===== src/hw/fdpc_pkg.sv =====
package fdpc_pkg;

    // register byte offsets
    localparam logic [5:0] OFF_DOUT   = 6'h00;
    localparam logic [5:0] OFF_DSR    = 6'h04;
    localparam logic [5:0] OFF_CFG    = 6'h08;
    localparam logic [5:0] OFF_FCT    = 6'h0c;
    localparam logic [5:0] OFF_FEN    = 6'h10;
    localparam logic [5:0] OFF_PMG    = 6'h14;
    localparam logic [5:0] OFF_PAL    = 6'h18;
    localparam logic [5:0] OFF_MODE   = 6'h1c;
    localparam logic [5:0] OFF_SETUP  = 6'h20;
    localparam logic [5:0] OFF_HOLD   = 6'h24;
    localparam logic [5:0] OFF_TIMING = 6'h28;
    localparam logic [5:0] OFF_PORT   = 6'h2c;
    localparam logic [5:0] OFF_PDATA  = 6'h30;
    localparam logic [5:0] OFF_STATUS = 6'h34;
    localparam int         NUM_REGS   = 13;

    // writable reset values
    localparam logic [7:0] RST_DOUT   = 8'h00;
    localparam logic [7:0] RST_DSR    = 8'h02;
    localparam logic [7:0] RST_CFG    = 8'h02;
    localparam logic [7:0] RST_MODE   = 8'h00;
    localparam logic [7:0] RST_SETUP  = 8'h00;
    localparam logic [7:0] RST_HOLD   = 8'h00;
    localparam logic [7:0] RST_OTHER  = 8'h00;

    // field positions
    localparam int DOUT_SEL_LO  = 0;
    localparam int DOUT_MTR_LO  = 4;
    localparam int DSR_RATE_LO  = 0;
    localparam int DSR_PWRDN    = 6;
    localparam int FCT_RATE_OUT = 0;
    localparam int FCT_SEL_PIN  = 2;
    localparam int FCT_SWAP     = 4;
    localparam int FEN_PWRDN    = 3;
    localparam int FEN_FOUR     = 4;
    localparam int PMG_PDN_PIN  = 4;
    localparam int PAL_PWRDN    = 0;
    localparam int MODE_PWRDN   = 0;
    localparam int PORT_SHARED  = 0;
    localparam int PORT_PDIR    = 1;

    // axi responses
    localparam logic [1:0] RESP_OKAY   = 2'b00;
    localparam logic [1:0] RESP_SLVERR = 2'b10;

    // registered pin outputs of the block
    typedef struct packed {
        logic       motor_on0_n;
        logic       motor_on1_n;
        logic       shp_motor_n;
        logic       power_down_pin;
        logic       idle_out;
        logic [1:0] ms_o;
        logic [1:0] ms_oe;
        logic [1:0] ms_pullup_en;
        logic [7:0] pdata_o;
        logic [7:0] pdata_oe;
        logic       read_data_n;
    } fdpc_pins_type;

    localparam fdpc_pins_type PINS_IDLE = '{
        motor_on0_n: 1'b1, motor_on1_n: 1'b1, shp_motor_n: 1'b1,
        power_down_pin: 1'b0, idle_out: 1'b1, ms_o: 2'b11, ms_oe: 2'b00,
        ms_pullup_en: 2'b11, pdata_o: 8'h00, pdata_oe: 8'h00,
        read_data_n: 1'b1};

endpackage : fdpc_pkg


===== src/hw/fdpc_motor_enc.sv =====
`timescale 1ns/100ps
`default_nettype none

module fdpc_motor_enc (
    // motor bits and drive select
    input  wire logic [3:0] motor_en,
    input  wire logic [1:0] drive_sel,
    // mode controls
    input  wire logic       four_drive,
    input  wire logic       swap,
    // the two active-low motor pins
    output logic [1:0]      motor_n
);
    import fdpc_pkg::*;

    logic [1:0] pair_n;

    // four-drive: selected drive code if its motor runs, else 11
    always_comb begin
        if (four_drive) begin
            pair_n = motor_en[drive_sel] ? drive_sel : 2'b11;
        end else begin
            pair_n = ~motor_en[1:0];
        end
        // swap sits after encoding so both modes see it alike
        motor_n = swap ? {pair_n[0], pair_n[1]} : pair_n;
    end

endmodule : fdpc_motor_enc
`default_nettype wire


===== src/hw/fdpc_top.sv =====
// Overview of operation
// - master reset forces controller idle and all disk outputs inactive
// - master reset restores output, rate, config, mode, setup, hold registers
// - master reset leaves drive timing parameters alone
// - function control bit 0 clear: media sense pins are inputs, pull-ups on
// - function control bit 0 set: media sense pins drive data rate, pull-ups off
// - motor pins follow the motor bits in upper nibble of output register
// - function enable bit 4 encodes motor pins for four drives
// - function control bit 4 swaps the two motor pin values
// - shared port motor pin selects drive 1, or drive 0 when bit 4 set
// - power-down pin shows power-down, or drive 1 select per management bit 4
// - power-down high when any of four power-down sources is set
// - function control bit 2 set makes shared pin the printer/floppy select
// - outside holds select high for printer, low for floppy; port follows
// - function control bit 2 clear makes shared pin the second drive detect
// - shared port in floppy use gives extra read data and motor
// - disk read data pin feeds the raw bit stream to the controller
// - parallel data pins are bidirectional to the parallel data register
// - idle output high when controller idle or powered down
`timescale 1ns/100ps
`default_nettype none

module fdpc_top #(
    parameter int ADDR_W = 6
) (
    // clock and reset
    input  wire logic              aclk,
    input  wire logic              aresetn,
    // axi4-lite write address and data
    input  wire logic [ADDR_W-1:0] s_axi_awaddr,
    input  wire logic              s_axi_awvalid,
    output logic                   s_axi_awready,
    input  wire logic [31:0]       s_axi_wdata,
    input  wire logic [3:0]        s_axi_wstrb,
    input  wire logic              s_axi_wvalid,
    output logic                   s_axi_wready,
    // axi4-lite write response
    output logic [1:0]             s_axi_bresp,
    output logic                   s_axi_bvalid,
    input  wire logic              s_axi_bready,
    // axi4-lite read
    input  wire logic [ADDR_W-1:0] s_axi_araddr,
    input  wire logic              s_axi_arvalid,
    output logic                   s_axi_arready,
    output logic [31:0]            s_axi_rdata,
    output logic [1:0]             s_axi_rresp,
    output logic                   s_axi_rvalid,
    input  wire logic              s_axi_rready,
    // controller side, same clock
    input  wire logic              fdc_busy,
    output logic                   fdc_reset,
    output logic                   fdc_read_data_n,
    // asynchronous pins in
    input  wire logic              master_reset_in,
    input  wire logic              disk_read_data_n,
    input  wire logic              shp_read_data_n,
    input  wire logic              host_read_n,
    input  wire logic              shared_sel_pin,
    input  wire logic              paper_out,
    input  wire logic [1:0]        ms_i,
    input  wire logic [7:0]        pdata_i,
    // pins out
    output logic                   motor_on0_n,
    output logic                   motor_on1_n,
    output logic                   shp_motor_n,
    output logic                   power_down_pin,
    output logic                   idle_out,
    output logic [1:0]             ms_o,
    output logic [1:0]             ms_oe,
    output logic [1:0]             ms_pullup_en,
    output logic [7:0]             pdata_o,
    output logic [7:0]             pdata_oe
);
    import fdpc_pkg::*;

    initial begin
        if (ADDR_W < 6) begin
            $error("fdpc_top: ADDR_W must be at least 6");
        end
    end

    ////////////////////////////////////////////////////////////////////////
    // pin synchronisers: first stage feeds only the second

    localparam int NSYNC = 16;
    localparam logic [NSYNC-1:0] SYNC_IDLE = 16'h00ce; // pins at rest, no false edge
    logic [NSYNC-1:0] sync1_q, sync2_q, sync_in;

    assign sync_in = {pdata_i, ms_i, paper_out, shared_sel_pin, host_read_n,
                      shp_read_data_n, disk_read_data_n, master_reset_in};

    // two flops per pin before any logic looks at it
    always_ff @(posedge aclk) begin
        if (!aresetn) begin
            sync1_q <= SYNC_IDLE;
            sync2_q <= SYNC_IDLE;
        end else begin
            sync1_q <= sync_in;
            sync2_q <= sync1_q;
        end
    end

    logic       mrst, rdata_n, shp_rdata_n, host_rd_n, sel_pin, pout;
    logic [1:0] ms_s;
    logic [7:0] pdata_s;

    assign mrst        = sync2_q[0];
    assign rdata_n     = sync2_q[1];
    assign shp_rdata_n = sync2_q[2];
    assign host_rd_n   = sync2_q[3];
    assign sel_pin     = sync2_q[4];
    assign pout        = sync2_q[5];
    assign ms_s        = sync2_q[7:6];
    assign pdata_s     = sync2_q[15:8];

    ////////////////////////////////////////////////////////////////////////
    // register file

    logic [7:0] regs_q [NUM_REGS];
    logic [7:0] regs_d [NUM_REGS];

    // byte offset to register slot; -1 for unmapped or read-only
    function automatic int reg_slot(input logic [ADDR_W-1:0] a);
        if ((a >> 6) != '0 || a[1:0] != 2'b00) begin
            return -1;
        end
        case (a[5:0])
            OFF_DOUT, OFF_DSR, OFF_CFG, OFF_FCT, OFF_FEN, OFF_PMG, OFF_PAL,
            OFF_MODE, OFF_SETUP, OFF_HOLD, OFF_TIMING, OFF_PORT,
            OFF_PDATA: return int'(a[5:2]);
            default:   return -1;
        endcase
    endfunction : reg_slot

    localparam int S_DOUT = int'(OFF_DOUT[5:2]);
    localparam int S_DSR  = int'(OFF_DSR[5:2]);
    localparam int S_CFG  = int'(OFF_CFG[5:2]);
    localparam int S_FCT  = int'(OFF_FCT[5:2]);
    localparam int S_FEN  = int'(OFF_FEN[5:2]);
    localparam int S_PMG  = int'(OFF_PMG[5:2]);
    localparam int S_PAL  = int'(OFF_PAL[5:2]);
    localparam int S_MODE = int'(OFF_MODE[5:2]);
    localparam int S_SET  = int'(OFF_SETUP[5:2]);
    localparam int S_HOLD = int'(OFF_HOLD[5:2]);
    localparam int S_PORT = int'(OFF_PORT[5:2]);
    localparam int S_PDAT = int'(OFF_PDATA[5:2]);

    ////////////////////////////////////////////////////////////////////////
    // axi write: address and data in either order

    logic              aw_held_q, aw_held_d, w_held_q, w_held_d;
    logic              bvalid_q, bvalid_d;
    logic [1:0]        bresp_q, bresp_d;
    logic [ADDR_W-1:0] waddr_q, waddr_d;
    logic [7:0]        wbyte_q, wbyte_d;
    logic              wlane_q, wlane_d;
    logic              do_write;
    int                wslot;

    assign s_axi_awready = !aw_held_q && !bvalid_q;
    assign s_axi_wready  = !w_held_q && !bvalid_q;
    assign s_axi_bvalid  = bvalid_q;
    assign s_axi_bresp   = bresp_q;
    assign do_write      = aw_held_q && w_held_q && !bvalid_q;
    assign wslot         = reg_slot(waddr_q);

    // capture halves, answer once both are in
    always_comb begin
        aw_held_d = aw_held_q;
        w_held_d  = w_held_q;
        waddr_d   = waddr_q;
        wbyte_d   = wbyte_q;
        wlane_d   = wlane_q;
        bvalid_d  = bvalid_q;
        bresp_d   = bresp_q;
        if (s_axi_awvalid && s_axi_awready) begin
            aw_held_d = 1'b1;
            waddr_d   = s_axi_awaddr;
        end
        if (s_axi_wvalid && s_axi_wready) begin
            w_held_d = 1'b1;
            wbyte_d  = s_axi_wdata[7:0];
            wlane_d  = s_axi_wstrb[0];
        end
        if (do_write) begin
            aw_held_d = 1'b0;
            w_held_d  = 1'b0;
            bvalid_d  = 1'b1;
            bresp_d   = (wslot < 0) ? RESP_SLVERR : RESP_OKAY;
        end else if (bvalid_q && s_axi_bready) begin
            bvalid_d = 1'b0;
        end
    end

    always_ff @(posedge aclk) begin
        if (!aresetn) begin
            aw_held_q <= 1'b0;
            w_held_q  <= 1'b0;
            bvalid_q  <= 1'b0;
            bresp_q   <= RESP_OKAY;
            waddr_q   <= '0;
            wbyte_q   <= 8'h00;
            wlane_q   <= 1'b0;
        end else begin
            aw_held_q <= aw_held_d;
            w_held_q  <= w_held_d;
            bvalid_q  <= bvalid_d;
            bresp_q   <= bresp_d;
            waddr_q   <= waddr_d;
            wbyte_q   <= wbyte_d;
            wlane_q   <= wlane_d;
        end
    end

    // register update; master reset beats a write
    always_comb begin
        for (int i = 0; i < NUM_REGS; i++) begin
            regs_d[i] = regs_q[i];
        end
        if (do_write && wslot >= 0 && wlane_q) begin
            regs_d[wslot] = wbyte_q;
        end
        if (mrst) begin
            regs_d[S_DOUT] = RST_DOUT;
            regs_d[S_DSR]  = RST_DSR;
            regs_d[S_CFG]  = RST_CFG;
            regs_d[S_MODE] = RST_MODE;
            regs_d[S_SET]  = RST_SETUP;
            regs_d[S_HOLD] = RST_HOLD;
            // drive timing slot deliberately not touched
        end
    end

    // bus reset clears all but rate and config, timing included
    always_ff @(posedge aclk) begin
        if (!aresetn) begin
            for (int i = 0; i < NUM_REGS; i++) begin
                regs_q[i] <= RST_OTHER;
            end
            regs_q[S_DSR] <= RST_DSR;
            regs_q[S_CFG] <= RST_CFG;
        end else begin
            for (int i = 0; i < NUM_REGS; i++) begin
                regs_q[i] <= regs_d[i];
            end
        end
    end

    ////////////////////////////////////////////////////////////////////////
    // decoded controls

    logic       shp, sel_mode, printer, floppy_port, pwr_down, fdc_idle;
    logic       second_drive, drive1_sel_n;
    logic [1:0] dsel;
    logic [3:0] mtr;
    logic [1:0] motor_pair_n;
    logic [7:0] status;

    assign dsel      = regs_q[S_DOUT][DOUT_SEL_LO +: 2];
    assign mtr       = regs_q[S_DOUT][DOUT_MTR_LO +: 4];
    assign shp       = regs_q[S_PORT][PORT_SHARED];
    assign sel_mode  = regs_q[S_FCT][FCT_SEL_PIN];
    // shared pin is printer select or second drive detect, never both
    assign printer      = sel_mode && sel_pin;
    assign second_drive = !sel_mode && sel_pin;
    assign floppy_port  = shp && sel_mode && !sel_pin;
    // any one source is enough to power the controller down
    assign pwr_down = regs_q[S_DSR][DSR_PWRDN] | regs_q[S_FEN][FEN_PWRDN]
                    | regs_q[S_PAL][PAL_PWRDN] | regs_q[S_MODE][MODE_PWRDN];
    assign fdc_idle     = mrst || !fdc_busy;
    assign fdc_reset    = mrst;
    assign drive1_sel_n = !(dsel == 2'd1);

    fdpc_motor_enc u_motor (
        .motor_en   (mtr),
        .drive_sel  (dsel),
        .four_drive (regs_q[S_FEN][FEN_FOUR]),
        .swap       (regs_q[S_FCT][FCT_SWAP]),
        .motor_n    (motor_pair_n)
    );

    ////////////////////////////////////////////////////////////////////////
    // pin functions from config bits, registered

    fdpc_pins_type pins_q, pins_d;

    // no command stage: bits select the pin use directly
    always_comb begin
        pins_d             = PINS_IDLE;
        pins_d.motor_on0_n = motor_pair_n[0];
        pins_d.motor_on1_n = motor_pair_n[1];
        if (floppy_port) begin
            pins_d.shp_motor_n = regs_q[S_FCT][FCT_SWAP] ?
                                 !mtr[0] : !mtr[1];
        end
        pins_d.power_down_pin = regs_q[S_PMG][PMG_PDN_PIN] ?
                                pwr_down : drive1_sel_n;
        pins_d.idle_out = fdc_idle || pwr_down;
        if (regs_q[S_FCT][FCT_RATE_OUT]) begin
            pins_d.ms_o         = regs_q[S_DSR][DSR_RATE_LO +: 2];
            pins_d.ms_oe        = 2'b11;
            pins_d.ms_pullup_en = 2'b00;
        end else begin
            pins_d.ms_oe        = 2'b00;
            pins_d.ms_pullup_en = 2'b11;
        end
        // printer on the shared port: data pins follow direction bit
        if (shp && printer && !regs_q[S_PORT][PORT_PDIR]) begin
            pins_d.pdata_o  = regs_q[S_PDAT];
            pins_d.pdata_oe = 8'hff;
        end
        // disk read low, or shared port read low in floppy use, reaches the controller
        pins_d.read_data_n = rdata_n && (!floppy_port || shp_rdata_n);
        if (mrst) begin
            // disk outputs inactive in master reset
            pins_d.motor_on0_n    = 1'b1;
            pins_d.motor_on1_n    = 1'b1;
            pins_d.shp_motor_n    = 1'b1;
            pins_d.ms_oe          = 2'b00;
            pins_d.read_data_n    = 1'b1;
            pins_d.power_down_pin = regs_q[S_PMG][PMG_PDN_PIN] ?
                                    pwr_down : 1'b1;
        end
    end

    always_ff @(posedge aclk) begin
        if (!aresetn) begin
            pins_q <= PINS_IDLE;
        end else begin
            pins_q <= pins_d;
        end
    end

    assign motor_on0_n     = pins_q.motor_on0_n;
    assign motor_on1_n     = pins_q.motor_on1_n;
    assign shp_motor_n     = pins_q.shp_motor_n;
    assign power_down_pin  = pins_q.power_down_pin;
    assign idle_out        = pins_q.idle_out;
    assign ms_o            = pins_q.ms_o;
    assign ms_oe           = pins_q.ms_oe;
    assign ms_pullup_en    = pins_q.ms_pullup_en;
    assign pdata_o         = pins_q.pdata_o;
    assign pdata_oe        = pins_q.pdata_oe;
    assign fdc_read_data_n = pins_q.read_data_n;

    ////////////////////////////////////////////////////////////////////////
    // axi read channel: one cycle after address

    logic        rvalid_q, rvalid_d;
    logic [31:0] rdata_q, rdata_d;
    logic [1:0]  rresp_q, rresp_d;
    int          rslot;

    // sense bits valid only while inputs
    assign status = {pwr_down, fdc_idle, pout, printer, second_drive,
                     host_rd_n, ms_s};
    assign rslot  = reg_slot(s_axi_araddr);

    assign s_axi_arready = !rvalid_q;
    assign s_axi_rvalid  = rvalid_q;
    assign s_axi_rdata   = rdata_q;
    assign s_axi_rresp   = rresp_q;

    always_comb begin
        rvalid_d = rvalid_q;
        rdata_d  = rdata_q;
        rresp_d  = rresp_q;
        if (s_axi_arvalid && s_axi_arready) begin
            rvalid_d = 1'b1;
            rresp_d  = RESP_OKAY;
            if (s_axi_araddr == ADDR_W'(OFF_STATUS)) begin
                rdata_d = {24'h000000, status};
            end else if (s_axi_araddr == ADDR_W'(OFF_PDATA) && !pdata_oe[0]) begin
                rdata_d = {24'h000000, pdata_s};
            end else if (rslot >= 0) begin
                rdata_d = {24'h000000, regs_q[rslot]};
            end else begin
                rdata_d = 32'h00000000;
                rresp_d = RESP_SLVERR;
            end
        end else if (rvalid_q && s_axi_rready) begin
            rvalid_d = 1'b0;
        end
    end

    always_ff @(posedge aclk) begin
        if (!aresetn) begin
            rvalid_q <= 1'b0;
            rdata_q  <= 32'h00000000;
            rresp_q  <= RESP_OKAY;
        end else begin
            rvalid_q <= rvalid_d;
            rdata_q  <= rdata_d;
            rresp_q  <= rresp_d;
        end
    end

endmodule : fdpc_top
`default_nettype wire


===== config.mk =====
export PLATFORM = sky130hd
export DESIGN_NAME = fdpc_top
export DESIGN_NICKNAME = d
export VERILOG_FILES = /design/src/hw/fdpc_pkg.sv /design/src/hw/fdpc_motor_enc.sv /design/src/hw/fdpc_top.sv
export SDC_FILE = /design/constraint.sdc
export NUM_CORES = 1
export LEC_CHECK = 0
export BUFFER_PORTS_ARGS = -buffer_cell sky130_fd_sc_hd__buf_2
export CORE_AREA = 2 2 116 203
export DETAILED_ROUTE_END_ITERATION = 12
export DIE_AREA = 0 0 118 205
export SLEW_MARGIN = 20
export SYNTH_ARGS = -nofsm -noshare
export SYNTH_HDL_FRONTEND = slang
export SYNTH_HIERARCHICAL = 1
export SYNTH_SLANG_ARGS = --single-unit

===== constraint.sdc =====
create_clock -name aclk -period 1.9 [get_ports aclk]
set_input_delay 0.57 -clock aclk [delete_from_list [all_inputs] [get_ports aclk]]
set_output_delay 0.57 -clock aclk [all_outputs]
set_load 0.02 [all_outputs]

# Yosys cells after proc, flatten, opt, wreduce, memory -nomap -nowiden
# Memories as Yosys holds them, arrays and structs flattened.
# Cells that the tools add are included.
# totals
reg_bits	115
mem_bits_rw	104
output_inout_bits	70
word_cells	180
memories	1
# op_classes
n_lt_le_gt_ge	6
n_eq_ne	26
mux	53
bitwise_logic	22
n_reduce_logical	49
# memory_table
memory	words	word_bits	read_ports	rd_clocked_by_memory_dff	write_ports	line	text
regs_q	13	8	14	0	13	fdpc_top.sv:119	logic [7:0] regs_q [NUM_REGS];
# ops
cell	n
32-bit two-way mux	6
8-bit two-way mux	20
104-bit bitwise mux	1
104-bit two-way mux	1
6-bit == test, second input constant	11
32-bit by 1-bit >= comparator with 1-bit output, second input constant	2
32-bit by 1-bit < comparator with 1-bit output, second input constant	2
6-bit by 5-bit == test with 1-bit output, second input constant	8
24-bit two-way mux	2
8-bit demux with 4-bit select	1
32-bit by 5-bit >= comparator with 1-bit output, second input constant	1
32-bit NOT	1
13-bit OR reduction	2
6-bit by 4-bit == test with 1-bit output, second input constant	4
1-bit logical AND	20
1-bit OR	18
2-bit two-way mux	7
1-bit logical NOT	13
1-bit two-way mux	13
6-bit by 3-bit == test with 1-bit output, second input constant	2
6-bit logical NOT	2
2-bit nonzero test	4
4-bit two-way mux	1
2-bit AND reduction	2
other kinds (8)	12

# Depth between registers and ports, before layout
# Gate-level depths: netlist of run 1.
# depth
word_depth	13
depth_mapped	9
depth_no_buf	6

# Hierarchy
# The synthesis of run 1 kept the hierarchy.
# modules_own_cells
mod	instances	cells_each	area_each_um2
fdpc_top	1	907	7717.4
fdpc_motor_enc	1	11	71.3

# Worst setup path after synthesis of run 1
# OpenSTA, ideal clock, no wires.
# synth_timing
kind	input port to flip-flop
from	input port s_axi_araddr[4]
to	register rdata_q[5] (netlist: s_axi_rdata[5])
setup_time_ns	0.138
arrival_ns	1.918
required_ns	1.762
setup_slack_ns	-0.156
stages	7
n_path_buf	3
path_cell_list	buf_6 -> or3_2 -> buf_2 -> clkbuf_8 -> a221o_2 -> o221ai_1 -> o221ai_1
# synth_between
elab_chain_cells	8
# synth_lines
item	line	text
start, declared	fdpc_top.sv:42	input wire logic [ADDR_W-1:0] s_axi_araddr,
6-bit == test, or another cell as far along	fdpc_top.sv:127, fdpc_top.sv:373	
13-bit OR reduction	fdpc_top.sv:127	case (a[5:0])
32-bit two-way mux (2 in a row)	fdpc_top.sv:127	
32-bit by 1-bit >= comparator with 1-bit output / memory read 13 x 8 bit (equally long branches)	n/a	
8-bit two-way mux	fdpc_top.sv:375	end else if (rslot >= 0) begin
8-bit two-way mux	fdpc_top.sv:373	end else if (s_axi_araddr == ADDR_W'(OFF_PDATA) && !pdata_oe[0]) begin
8-bit two-way mux *	fdpc_top.sv:371	if (s_axi_araddr == ADDR_W'(OFF_STATUS)) begin
end signal, assigned	fdpc_top.sv:393	rdata_q <= rdata_d;
end, declared	fdpc_top.sv:350	logic [31:0] rdata_q, rdata_d;
# Every way passes the cells marked *; elsewhere a longest branch is shown, timed or not.
# A chain may end at the register's enable or synchronous reset.

# Worst setup path in the final report of run 1
# layout_timing
from	input port s_axi_araddr[4]
to	register rdata_q[0] (netlist: s_axi_rdata[0])
# The elaborated chain is that of the path after synthesis.

==> metrics.md, run 1 <==
| Metric | Value |
|---|---|
| Status | `complete, no violations` |
| Top Layer Used | `met4` |
| Fmax | `530 MHz` |
| Minimum clock period | `1890 ps` |
| Crit share post-route | `0.993` |
| Clock Latency Late Sink | `440 ps` |
| Sw Share | `0.259` |
| Post-synth design cell area | `0.00779 sq mm` |
| Asr flop ratio synth | `0` |
| Total internal power | `6.16 mW` |
| Hold slack | `314 ps` |
| Via count | `6,706` |
| Routed wire per std cell | `16.7 microns` |
| PwrDens | `866 mW/mm^2` |
| Clock Skew | `11.9 ps` |
| Sequential cell fraction of total power | `0.480` |
| Startpoint types | `input port` |
| Most frequent cell after synthesis | `dfxtp_1` |
| Hold_buf cts | `0` |
| Crit. End Element | `flip-flop` |
| Fin. Hold Viols | `0` |
| Flops & latches, synth | `184` |
| Crit path required time | `2190 ps` |
| Chip Width | `118 microns` |
| Worst setup path class | `in2reg` |
| Crit path capture | `s_axi_rdata[0]` |
| R2R setup slack | `150 ps` |
| Cells after Synth | `918` |
| Max-slew headroom | `0.471` |
| NetSw | `2.15 mW` |
| Post-synth top area cell | `dfxtp_1` |
| FP Rows | `73` |
| Crit path DAT | `2180 ps` |
| PnR Total Power | `8.31 mW` |
| N_diodes | `0` |
| DRT Wirelength | `22,700 microns` |
| Met3 Wirelength | `877 microns` |
| P_leak | `3.66 nW` |
| CP Max Fanout | `7` |
| Yosys warns | `6` |
| Crit. Startpoint | `s_axi_araddr[4]` |
| Depth of the CTS H-tree | `4` |
| Final setup fails | `0` |
| Max-Cap Viols | `0` |
| Remaining DRCs | `0` |
| First-pass GRT wire length | `36,100 microns` |
| Clock slew at reported path FFs | `70 ps` |
| Max Slew Vio Count | `0` |
| Port Buf Inserts | `88` |
| R2r startpoint | `aw_held_q` |
| Core area | `0.0226 sq mm` |
| Met1 WL | `9150 microns` |
| I/O pin total | `142` |
| CTS Sinks | `184` |
| Drt initial violations | `461` |
| Final #Nets | `1,116` |
| Clock buffer depth | `2` |
| Sequential element share of the synthesized area | `0.473` |
| Routability congestion estimate | `0.912` |
| Die H | `205 microns` |
| Count of different cell masters after synthesis | `60` |
| Area contributors post-synth | `dfxtp_1 47%, nand2_1 8.0%, a21oi_1 6.6%, mux2i_1 6.6%, nand3_1 4.1%` |
| GR Overflow Total | `0` |
| ANT nets after route | `0` |
| GRT Util Overall | `0.194` |
| Vias per cell | `4.94` |
| CTS tree | `yes` |
| Post-synthesis average cell area | `8.48 sq um` |
| Worst Hold Class | `in2reg` |
| Vias in the first global route | `6,523` |
| Clock share of power | `0.433` |
| Largest net degree at the start of global routing | `52` |
| DP HPWL | `17,100 microns` |
| Share of cells above drive strength 1 | `0.236` |
| Synth cell count leaders | `184 x dfxtp_1, 165 x nand2_1, 102 x a21oi_1` |
| Root Driver | `clkbuf_16` |
| Met2 wire length | `11,600 microns` |
| Num CTS Buffers | `17` |
| Worst-margin pin slew | `793 ps` |
| Combinational share of power | `0.087` |
| VDD IR-drop max | `0.000594 V` |
| Drt first pass iters | `5` |
| Post-CTS setup buffer count | `0` |
| Reg2reg end | `regs_q[10][1]` |
| Cells on worst reg2reg path | `7` |
| Yosys top cell area share | `0.473` |
| Area growth, synth to finish | `23.2%` |
| Initial antenna violation count | `0` |
| Top FF cell, synth | `dfxtp_1` |
| Initial core utilization | `0.345` |
| Number of synthesized flops with an enable pin | `0` |
| DIE AREA | `0.0242 sq mm` |
registers in the layout, summed over array words and instances, names as in the netlist, 2 cells and up:
register and flops:
waddr_q 6, wbyte_q 8, pdata_o 8, sync1_q 16, ms_o 2, s_axi_rdata 8, regs_q 104, sync2_q 16
how the worst min path moves through the flow:
stage | cells after the start | to | from
after CTS | 2 | sync1_q[2] | shp_read_data_n
after detailed placement | 1 | sync2_q[2] | sync1_q[2]
after floorplan | 1 | sync2_q[1] | sync1_q[1]
after global routing | 2 | sync1_q[2] | shp_read_data_n
final | 2 | sync1_q[2] | shp_read_data_n
after global placement | 1 | sync2_q[1] | sync1_q[1]
kinds of logic (layout without fill, tap and decap cells):
family,count (synthesis),in the layout,share of synthesized area
and+or+nand+nor,398,398,0.241
AOI/OAI and AO/OA,180,180,0.144
adders and majority gates,1,1,0.00129
DFF,184,184,0.473
buffers and inverters,101,215,0.0715
muxes,53,53,0.0684
other,1,26,0.000481
metal layers:
layer,up-vias,global-route usage
met5,-,0
met4,0,0.108
met3,44,0.0323
met2,210,0.344
met1,3115,0.219
li1,3337,-
placed cells by master, fill, tap and decap left out, types with 6 or more instances in the layout:
cell type  count
dfxtp_1      184
o221ai_1      12
mux2i_1       51
inv_1          6
buf_2         88
conb_1        26
and2_1        32
nand3_1       63
nand2b_1      17
nand2_1      162
nor2b_1        8
buf_4         77
a221oi_1       8
nor2_1        71
clkbuf_16     17
nor3_1         8
a21oi_1      102
o21ai_0       14
buf_12        10
power by group through the flow:
stage,combinational (mW),sequential (mW),clock (mW)
final,0.725,3.99,3.60
after global routing,0.791,4.00,3.80
after CTS,0.719,3.99,3.66
after global placement,0.712,4.08,0
after floorplan,0.455,4.06,0
after detailed placement,0.715,4.08,0
critical path: stages:
cell	delay [ps]
buf_2	160
and3_2	240
or3_1	370
buf_4	180
nand2_1	80
a21oi_1	90
o221ai_1	290
o221ai_1	180
final cells by class:
cell class | instances | area (sq um)
fill | 2280 | 13000
clock inverter | 15 | 168
tap | 300 | 375
clock buffer | 17 | 425
sequential | 184 | 3680
multi-input combinational | 658 | 3690
timing repair buffer | 176 | 1230
inverter | 7 | 26.3
metrics by stage:
step,utilization,area [sq um],setup slack [ps],TNS (ps),cells
after global routing,0.425,9600,-5.46,-16.8,1357
after floorplan,-,7920,-36.7,-77.3,943
after global placement,0.397,8960,-372,-2790,1325
final,0.425,9600,12.8,0,1357
after detailed placement,0.397,8960,-426,-3020,1325
after CTS,0.423,9550,32.3,0,1357
what timing repair did:
item,4_1_cts,5_1_grt
cloned,0,0
hold endpoints to repair,0,0
resized for setup,1,13
endpoints found under the setup margin,3,78
pin swaps,0,0
No activity file was read; power rests on OpenSTA's default activity.
==> run 2: changes to the inputs <==
--- a/config.mk
+++ b/config.mk
@@ -7,8 +7,10 @@
 export LEC_CHECK = 0
 export BUFFER_PORTS_ARGS = -buffer_cell sky130_fd_sc_hd__buf_2
 export CORE_AREA = 2 2 116 203
+export CTS_BUF_LIST = sky130_fd_sc_hd__clkbuf_4 sky130_fd_sc_hd__clkbuf_8
 export DETAILED_ROUTE_END_ITERATION = 12
 export DIE_AREA = 0 0 118 205
+export SETUP_SLACK_MARGIN = 0.4
 export SLEW_MARGIN = 20
 export SYNTH_ARGS = -nofsm -noshare
 export SYNTH_HDL_FRONTEND = slang
==> metrics.md, run 2 (same netlist as run 1, synthesis figures left out) <==
| Metric | Value |
|---|---|
| CP Max Fanout | `6 (was 7)` |
| Core area | `0.0226 sq mm (unchanged)` |
| Share of cells above drive strength 1 | `0.389 (was 0.236)` |
| Die H | `205 microns (unchanged)` |
| Drt first pass iters | `5 (unchanged)` |
| CTS Sinks | `184 (unchanged)` |
| Clock buffer depth | `2 (unchanged)` |
| Fmax | `555 MHz (was 530 MHz)` |
| First-pass GRT wire length | `39,200 microns (was 36,100 microns)` |
| Port Buf Inserts | `88 (unchanged)` |
| Crit. End Element | `output port (was flip-flop)` |
| Critical path cell sequence | `buf_4 > nor2_4 > buf_6 (was buf_2 > and3_2 > or3_1 > buf_4 > nand2_1 > a21oi_1 > o221ai_1 > o221ai_1)` |
| Area growth, synth to finish | `38.8% (was 23.2%)` |
| PwrDens | `691 mW/mm^2 (was 866 mW/mm^2)` |
| ANT nets after route | `0 (unchanged)` |
| I/O pin total | `142 (unchanged)` |
| Cell Area, Placed | `0.00901 sq mm (was 0.00896 sq mm)` |
| Crit. Startpoint | `s_axi_bvalid (was s_axi_araddr[4])` |
| Chip Width | `118 microns (unchanged)` |
| Minimum clock period | `1800 ps (was 1890 ps)` |
| Vias in the first global route | `6,988 (was 6,523)` |
| CTS tree | `yes (unchanged)` |
| Worst Hold Class | `in2reg (unchanged)` |
| Via count | `7,045 (was 6,706)` |
| RSZ-0062 raised after global routing | `true` |
| Commonest cells after routing, fill and taps aside | `150 x dfxtp_1, 115 x nand2_1, 83 x buf_4 (was 184 x dfxtp_1, 162 x nand2_1, 102 x a21oi_1)` |
| Combinational share of power | `0.115 (was 0.087)` |
| Max-slew headroom | `0.408 (was 0.471)` |
| VDD IR-drop max | `0.000416 V (was 0.000594 V)` |
| Crit path DAT | `1230 ps (was 2180 ps)` |
| Worst-margin pin slew | `887 ps (was 793 ps)` |
| DIE AREA | `0.0242 sq mm (unchanged)` |
| CP max-delay cell | `dfxtp_4 (was or3_1)` |
| GR Overflow Total | `0 (unchanged)` |
| P_leak | `3.96 nW (was 3.66 nW)` |
| Routability congestion estimate | `0.958 (was 0.912)` |
| Clock Skew | `12.8 ps (was 11.9 ps)` |
| DP HPWL | `17,300 microns (was 17,100 microns)` |
| R2r startpoint | `s_axi_bvalid (was aw_held_q)` |
| Drt initial violations | `467 (was 461)` |
| Layout Cells excl Fill | `1,387 (was 1,357)` |
| Register with the most flip-flops | `regs_q (unchanged)` |
| Num CTS Buffers | `17 (unchanged)` |
| Number of fill cells in the layout | `2,158 (was 2,280)` |
| Dpl cells | `1,322 (was 1,325)` |
| CP peak stage delay | `370 ps (about the same)` |
| Clock slew at reported path FFs | `100 ps (was 70 ps)` |
| Status | `complete, no violations (unchanged)` |
| Sequential cell fraction of total power | `0.536 (was 0.480)` |
| Fin. Hold Viols | `0 (unchanged)` |
| Buf+Inv Stages, Crit Path | `2 (unchanged)` |
| Max reg flops | `104 (unchanged)` |
| Total internal power | `5.41 mW (was 6.16 mW)` |
| Vias per cell | `5.08 (was 4.94)` |
| Depth of the CTS H-tree | `4 (unchanged)` |
| CP top delay family | `flip-flops (was simple AND/OR/NAND/NOR gates)` |
| Final instance area | `0.0108 sq mm (was 0.00960 sq mm)` |
| Clock Latency Late Sink | `500 ps (was 440 ps)` |
| Max-Cap Viols | `0 (unchanged)` |
| Commonest non-fill, non-tap cell in the layout | `dfxtp_1 (unchanged)` |
| Final setup fails | `0 (unchanged)` |
| Crit path required time | `1330 ps (was 2190 ps)` |
| Initial antenna violation count | `0 (unchanged)` |
| Fin util | `0.479 (was 0.425)` |
| Largest net degree at the start of global routing | `49 (was 52)` |
| GRT Util Overall | `0.212 (was 0.194)` |
| Worst hold start | `s_axi_rready (was shp_read_data_n)` |
| Sw Share | `0.275 (was 0.259)` |
| Routed wire per std cell | `18.4 microns (was 16.7 microns)` |
| Hold_buf cts | `0 (unchanged)` |
| R2R setup slack | `110 ps (was 150 ps)` |
| PnR Total Power | `7.47 mW (was 8.31 mW)` |
| Remaining DRCs | `0 (unchanged)` |
| NetSw | `2.05 mW (was 2.15 mW)` |
| Initial core utilization | `0.345 (unchanged)` |
| Final #Nets | `1,146 (was 1,116)` |
| Top flop regs | `regs_q (104), sync1_q (16), sync2_q (16) (unchanged)` |
| FP Rows | `73 (unchanged)` |
| Worst setup path class | `reg2out (was in2reg)` |
| N_diodes | `0 (unchanged)` |
| DRT Wirelength | `25,500 microns (was 22,700 microns)` |
| Crit share post-route | `0.949 (was 0.993)` |
| Root Driver | `clkbuf_8 (was clkbuf_16)` |
| Startpoint types | `flip-flop (was input port)` |
| Max Slew Vio Count | `0 (unchanged)` |
| Clock share of power | `0.349 (was 0.433)` |
-- run 2: cell count changes in the layout (fill, tap and decap cells not counted), moves of 24 or more --
| cell | before | now |
|---|---|---|
| a21oi_1 | 102 | 78 |
| a21oi_2 | 0 | 24 |
| buf_2 | 88 | 39 |
| buf_6 | 1 | 60 |
| dfxtp_1 | 184 | 150 |
| dfxtp_2 | 0 | 31 |
| nand2_1 | 162 | 115 |
| nand2_2 | 4 | 29 |
-- run 2: worst paths after layout --
kind | endpoint | depth (start not counted)
setup / recovery | s_axi_wready | 3
hold / removal | s_axi_rvalid | 2
setup reg to reg | regs_q[2][7] | 8
hold reg to reg | sync2_q[2] | 1
-- run 2: power groups by stage --
| stage | clock [mW] | combinational (mW) | sequential, mW |
|---|---|---|---|
| after floorplan | 0 | 0.467 | 4.06 |
| after global placement | 0 | 0.717 | 4.08 |
| after detailed placement | 0 | 0.722 | 4.09 |
| after CTS | 2.66 | 0.832 | 4.00 |
| after global routing | 2.79 | 0.922 | 4.01 |
| final | 2.60 | 0.861 | 4.00 |
-- run 2: layout make-up --
class	instances	area (sq um)	share of cell area
inverter	7	26.3	0.00243
tap	300	375	0.0347
clock buffer	22	284	0.0263
multi-input combinational	659	4330	0.400
clock inverter	10	97.6	0.00902
sequential	184	3730	0.345
timing repair buffer	205	1970	0.182
-- run 2: through the flow --
stage / setup slack, ps / setup TNS [ps] / hold slack [ps]
4_1_cts: 98.9 / 0 / 208
2_1_floorplan: -36.7 / -87.1 / 386
6_report: 97.4 / 0 / 251
5_1_grt: 23.3 / 0 / 234
3_5_place_dp: -440 / -3160 / 397
3_3_place_gp: -415 / -3010 / 392
-- run 2: per-layer routing --
layer  wire length [microns]  vias to the layer above  track usage
met2                   13400                      240        0.388
met5                       0                        -            0
met3                    1130                       66       0.0370
met4                    1500                        0        0.132
li1                        -                     3404            -
met1                    9450                     3335        0.223
-- run 2: what timing repair did --
action / in CTS / in global routing
gates cloned: 6 / 0
pin swaps: 83 / 54
setup buffers: 22 / 5
endpoints found under the setup margin: 156 / 156
gates resized for setup: 241 / 71
==> run 3: changes to the inputs <==
--- a/config.mk
+++ b/config.mk
@@ -6,10 +6,12 @@
 export NUM_CORES = 1
 export LEC_CHECK = 0
 export BUFFER_PORTS_ARGS = -buffer_cell sky130_fd_sc_hd__buf_2
-export CORE_AREA = 2 2 116 203
+export CORE_AREA = 2 2 98 171
 export CTS_BUF_LIST = sky130_fd_sc_hd__clkbuf_4 sky130_fd_sc_hd__clkbuf_8
 export DETAILED_ROUTE_END_ITERATION = 12
-export DIE_AREA = 0 0 118 205
+export DIE_AREA = 0 0 100 173
+export PLACE_DENSITY = 0.74
+export REMOVE_ABC_BUFFERS = 1
 export SETUP_SLACK_MARGIN = 0.4
 export SLEW_MARGIN = 20
 export SYNTH_ARGS = -nofsm -noshare
==> metrics.md, run 3 (same netlist as run 1, synthesis figures left out) <==
| Metric | Value |
|---|---|
| Crit path required time | `2280 ps (was 1330 ps)` |
| Final #Nets | `1,159 (was 1,146)` |
| RSZ-0062 raised after global routing | `true (unchanged)` |
| Area growth, synth to finish | `39.4% (was 38.8%)` |
| Max reg flops | `104 (unchanged)` |
| Combinational share of power | `0.119 (was 0.115)` |
| Met1 WL | `9010 microns (was 9450 microns)` |
| Die H | `173 microns (was 205 microns)` |
| Clock buffer depth | `2 (unchanged)` |
| CP Max Fanout | `7 (was 6)` |
| Drt first pass iters | `6 (was 5)` |
| Crit. End Element | `flip-flop (was output port)` |
| Clock Skew | `19.6 ps (was 12.8 ps)` |
| Commonest cells after routing, fill and taps aside | `149 x dfxtp_1, 127 x nand2_1, 97 x buf_4 (was 150 x dfxtp_1, 115 x nand2_1, 83 x buf_4)` |
| R2r startpoint | `s_axi_bvalid (unchanged)` |
| Crit. Startpoint | `s_axi_araddr[0] (was s_axi_bvalid)` |
| Vias in the first global route | `7,136 (was 6,988)` |
| Initial core utilization | `0.491 (was 0.345)` |
| CTS tree | `yes (unchanged)` |
| Met3 Wirelength | `1830 microns (was 1130 microns)` |
| N_diodes | `0 (unchanged)` |
| DRT Wirelength | `26,200 microns (was 25,500 microns)` |
| Depth of the CTS H-tree | `4 (unchanged)` |
| Startpoint types | `input port (was flip-flop)` |
| Minimum clock period | `1830 ps (was 1800 ps)` |
| Clock share of power | `0.338 (was 0.349)` |
| Share of cells above drive strength 1 | `0.420 (was 0.389)` |
| Cells on worst reg2reg path | `7 (was 8)` |
| First-pass GRT wire length | `37,600 microns (was 39,200 microns)` |
| NetSw | `2.18 mW (was 2.05 mW)` |
| ANT nets after route | `0 (unchanged)` |
| Routability congestion estimate | `0.960 (was 0.958)` |
| Top flop regs | `regs_q (104), sync1_q (16), sync2_q (16) (unchanged)` |
| Worst setup path class | `in2reg (was reg2out)` |
| Sw Share | `0.294 (was 0.275)` |
| Worst-margin pin slew | `1020 ps (was 887 ps)` |
| Total internal power | `5.24 mW (was 5.41 mW)` |
| Critical path cell sequence | `buf_6 > or2_4 > buf_8 > nor3_4 > buf_6 > buf_16 > mux2i_4 > o21ai_2 > nand3_1 > a21oi_1 (was buf_4 > nor2_4 > buf_6)` |
| Final setup fails | `0 (unchanged)` |
| Max-Cap Viols | `0 (unchanged)` |
| Max Slew Vio Count | `0 (unchanged)` |
| Vias per cell | `5.86 (was 5.08)` |
| Status | `complete, no violations (unchanged)` |
| Core area | `0.0159 sq mm (was 0.0226 sq mm)` |
| Routed wire per std cell | `20.4 microns (was 18.4 microns)` |
| Sequential cell fraction of total power | `0.543 (was 0.536)` |
| Largest net degree at the start of global routing | `49 (unchanged)` |
| Worst path most repeated cell | `buf_6` |
| CTS Sinks | `184 (unchanged)` |
| FP Rows | `61 (was 73)` |
| Drt initial violations | `593 (was 467)` |
| Root Driver | `clkbuf_8 (unchanged)` |
| Via count | `7,556 (was 7,045)` |
| Number of fill cells in the layout | `1,157 (was 2,158)` |
| Crit path DAT | `2210 ps (was 1230 ps)` |
| DP HPWL | `16,100 microns (was 17,300 microns)` |
| PnR Total Power | `7.42 mW (was 7.47 mW)` |
| Max-slew headroom | `0.321 (was 0.408)` |
| GRT Util Overall | `0.283 (was 0.212)` |
| Remaining DRCs | `0 (unchanged)` |
| CP max-delay cell | `mux2i_4 (was dfxtp_4)` |
| Num CTS Buffers | `17 (unchanged)` |
| Fin. Hold Viols | `0 (unchanged)` |
| I/O pin total | `142 (unchanged)` |
| Chip Width | `100 microns (was 118 microns)` |
| Worst Hold Class | `in2reg (unchanged)` |
| Met2 wire length | `13,200 microns (was 13,400 microns)` |
| Register with the most flip-flops | `regs_q (unchanged)` |
| PwrDens | `683 mW/mm^2 (was 691 mW/mm^2)` |
| P_leak | `4.08 nW (was 3.96 nW)` |
| VDD IR-drop max | `0.000400 V (was 0.000416 V)` |
| Clock Latency Late Sink | `480 ps (was 500 ps)` |
| Crit share post-route | `0.963 (was 0.949)` |
| Commonest non-fill, non-tap cell in the layout | `dfxtp_1 (unchanged)` |
| CP peak stage delay | `320 ps (was 370 ps)` |
| GR Overflow Total | `0 (unchanged)` |
| Top Layer Used | `met4 (unchanged)` |
| Port Buf Inserts | `88 (unchanged)` |
| DIE AREA | `0.0173 sq mm (was 0.0242 sq mm)` |
| Clock slew at reported path FFs | `110 ps (was 100 ps)` |
| Worst hold stages | `2 (unchanged)` |
| Fmax | `547 MHz (was 555 MHz)` |
| Worst hold start | `s_axi_rready (unchanged)` |
| Initial antenna violation count | `0 (unchanged)` |
| Fin util | `0.684 (was 0.479)` |
-- run 3: cell count changes in the layout (fill, tap and decap cells not counted), sizes merged --
| cell | before | now |
|---|---|---|
| buf | 205 | 217 |
| inv | 7 | 15 |
| clkbuf | 22 | 18 |
| clkinvlp | 6 | 3 |
| bufinv | 1 | 0 |
| clkinv | 3 | 4 |
-- run 3: final timing paths --
check	slack [ps]	endpoint
worst max-delay path	70	s_axi_rdata[4]
worst min-delay path	260	s_axi_rvalid
worst max register to register	140	regs_q[10][5]
worst min register to register	420	sync2_q[2]
-- run 3: critical path, delay by kind of cell --
| family | cells | cell delay (ps) |
|---|---|---|
| AND/OR/NAND/NOR | 3 | 600 |
| buffers and inverters | 4 | 530 |
| multiplexers | 1 | 320 |
| AO/OA/AOI/OAI | 2 | 170 |
-- run 3: cell type report --
type,count,area [sq um],area share
repair buffers,218,1960,0.181
well taps,189,236,0.0218
clock inverters,15,135,0.0124
multi-input cells,659,4520,0.416
inverters,7,26.3,0.00242
clock buffers,17,234,0.0216
flip-flops and latches,184,3740,0.345
-- run 3: metrics by stage --
stage	setup slack [ps]	cells	cell area [sq um]	hold WS [ps]	TNS, ps
global route	33.8	1289	10900	262	0
finish	70.8	1289	10900	261	0
detailed placement	-491	1215	8810	398	-4280
CTS	186	1272	10200	242	0
floorplan	-431	849	7350	386	-23390
global placement	-468	1215	8810	393	-3370
-- run 3: power by group through the flow --
stage / registers [mW] / logic, mW / clock network, mW
6_report: 4.02 / 0.883 / 2.51
5_1_grt: 4.03 / 0.933 / 2.69
4_1_cts: 4.01 / 0.792 / 2.54
3_5_place_dp: 4.09 / 0.672 / 0
3_3_place_gp: 4.09 / 0.667 / 0
2_1_floorplan: 4.09 / 0.317 / 0
-- run 3: routing by layer --
metal  vias up  track usage
li1       3435            -
met1      3567        0.303
met2       413        0.472
met3       141       0.0618
met4         0        0.219
met5         -            0
-- run 3: timing repair --
item                                    CTS  global route
setup buffers                            21            16
resized for setup                       247           122
gates cloned                              4             1
endpoints found under the setup margin  156           156
hold buffers                              0             0
pin swaps                                68            59
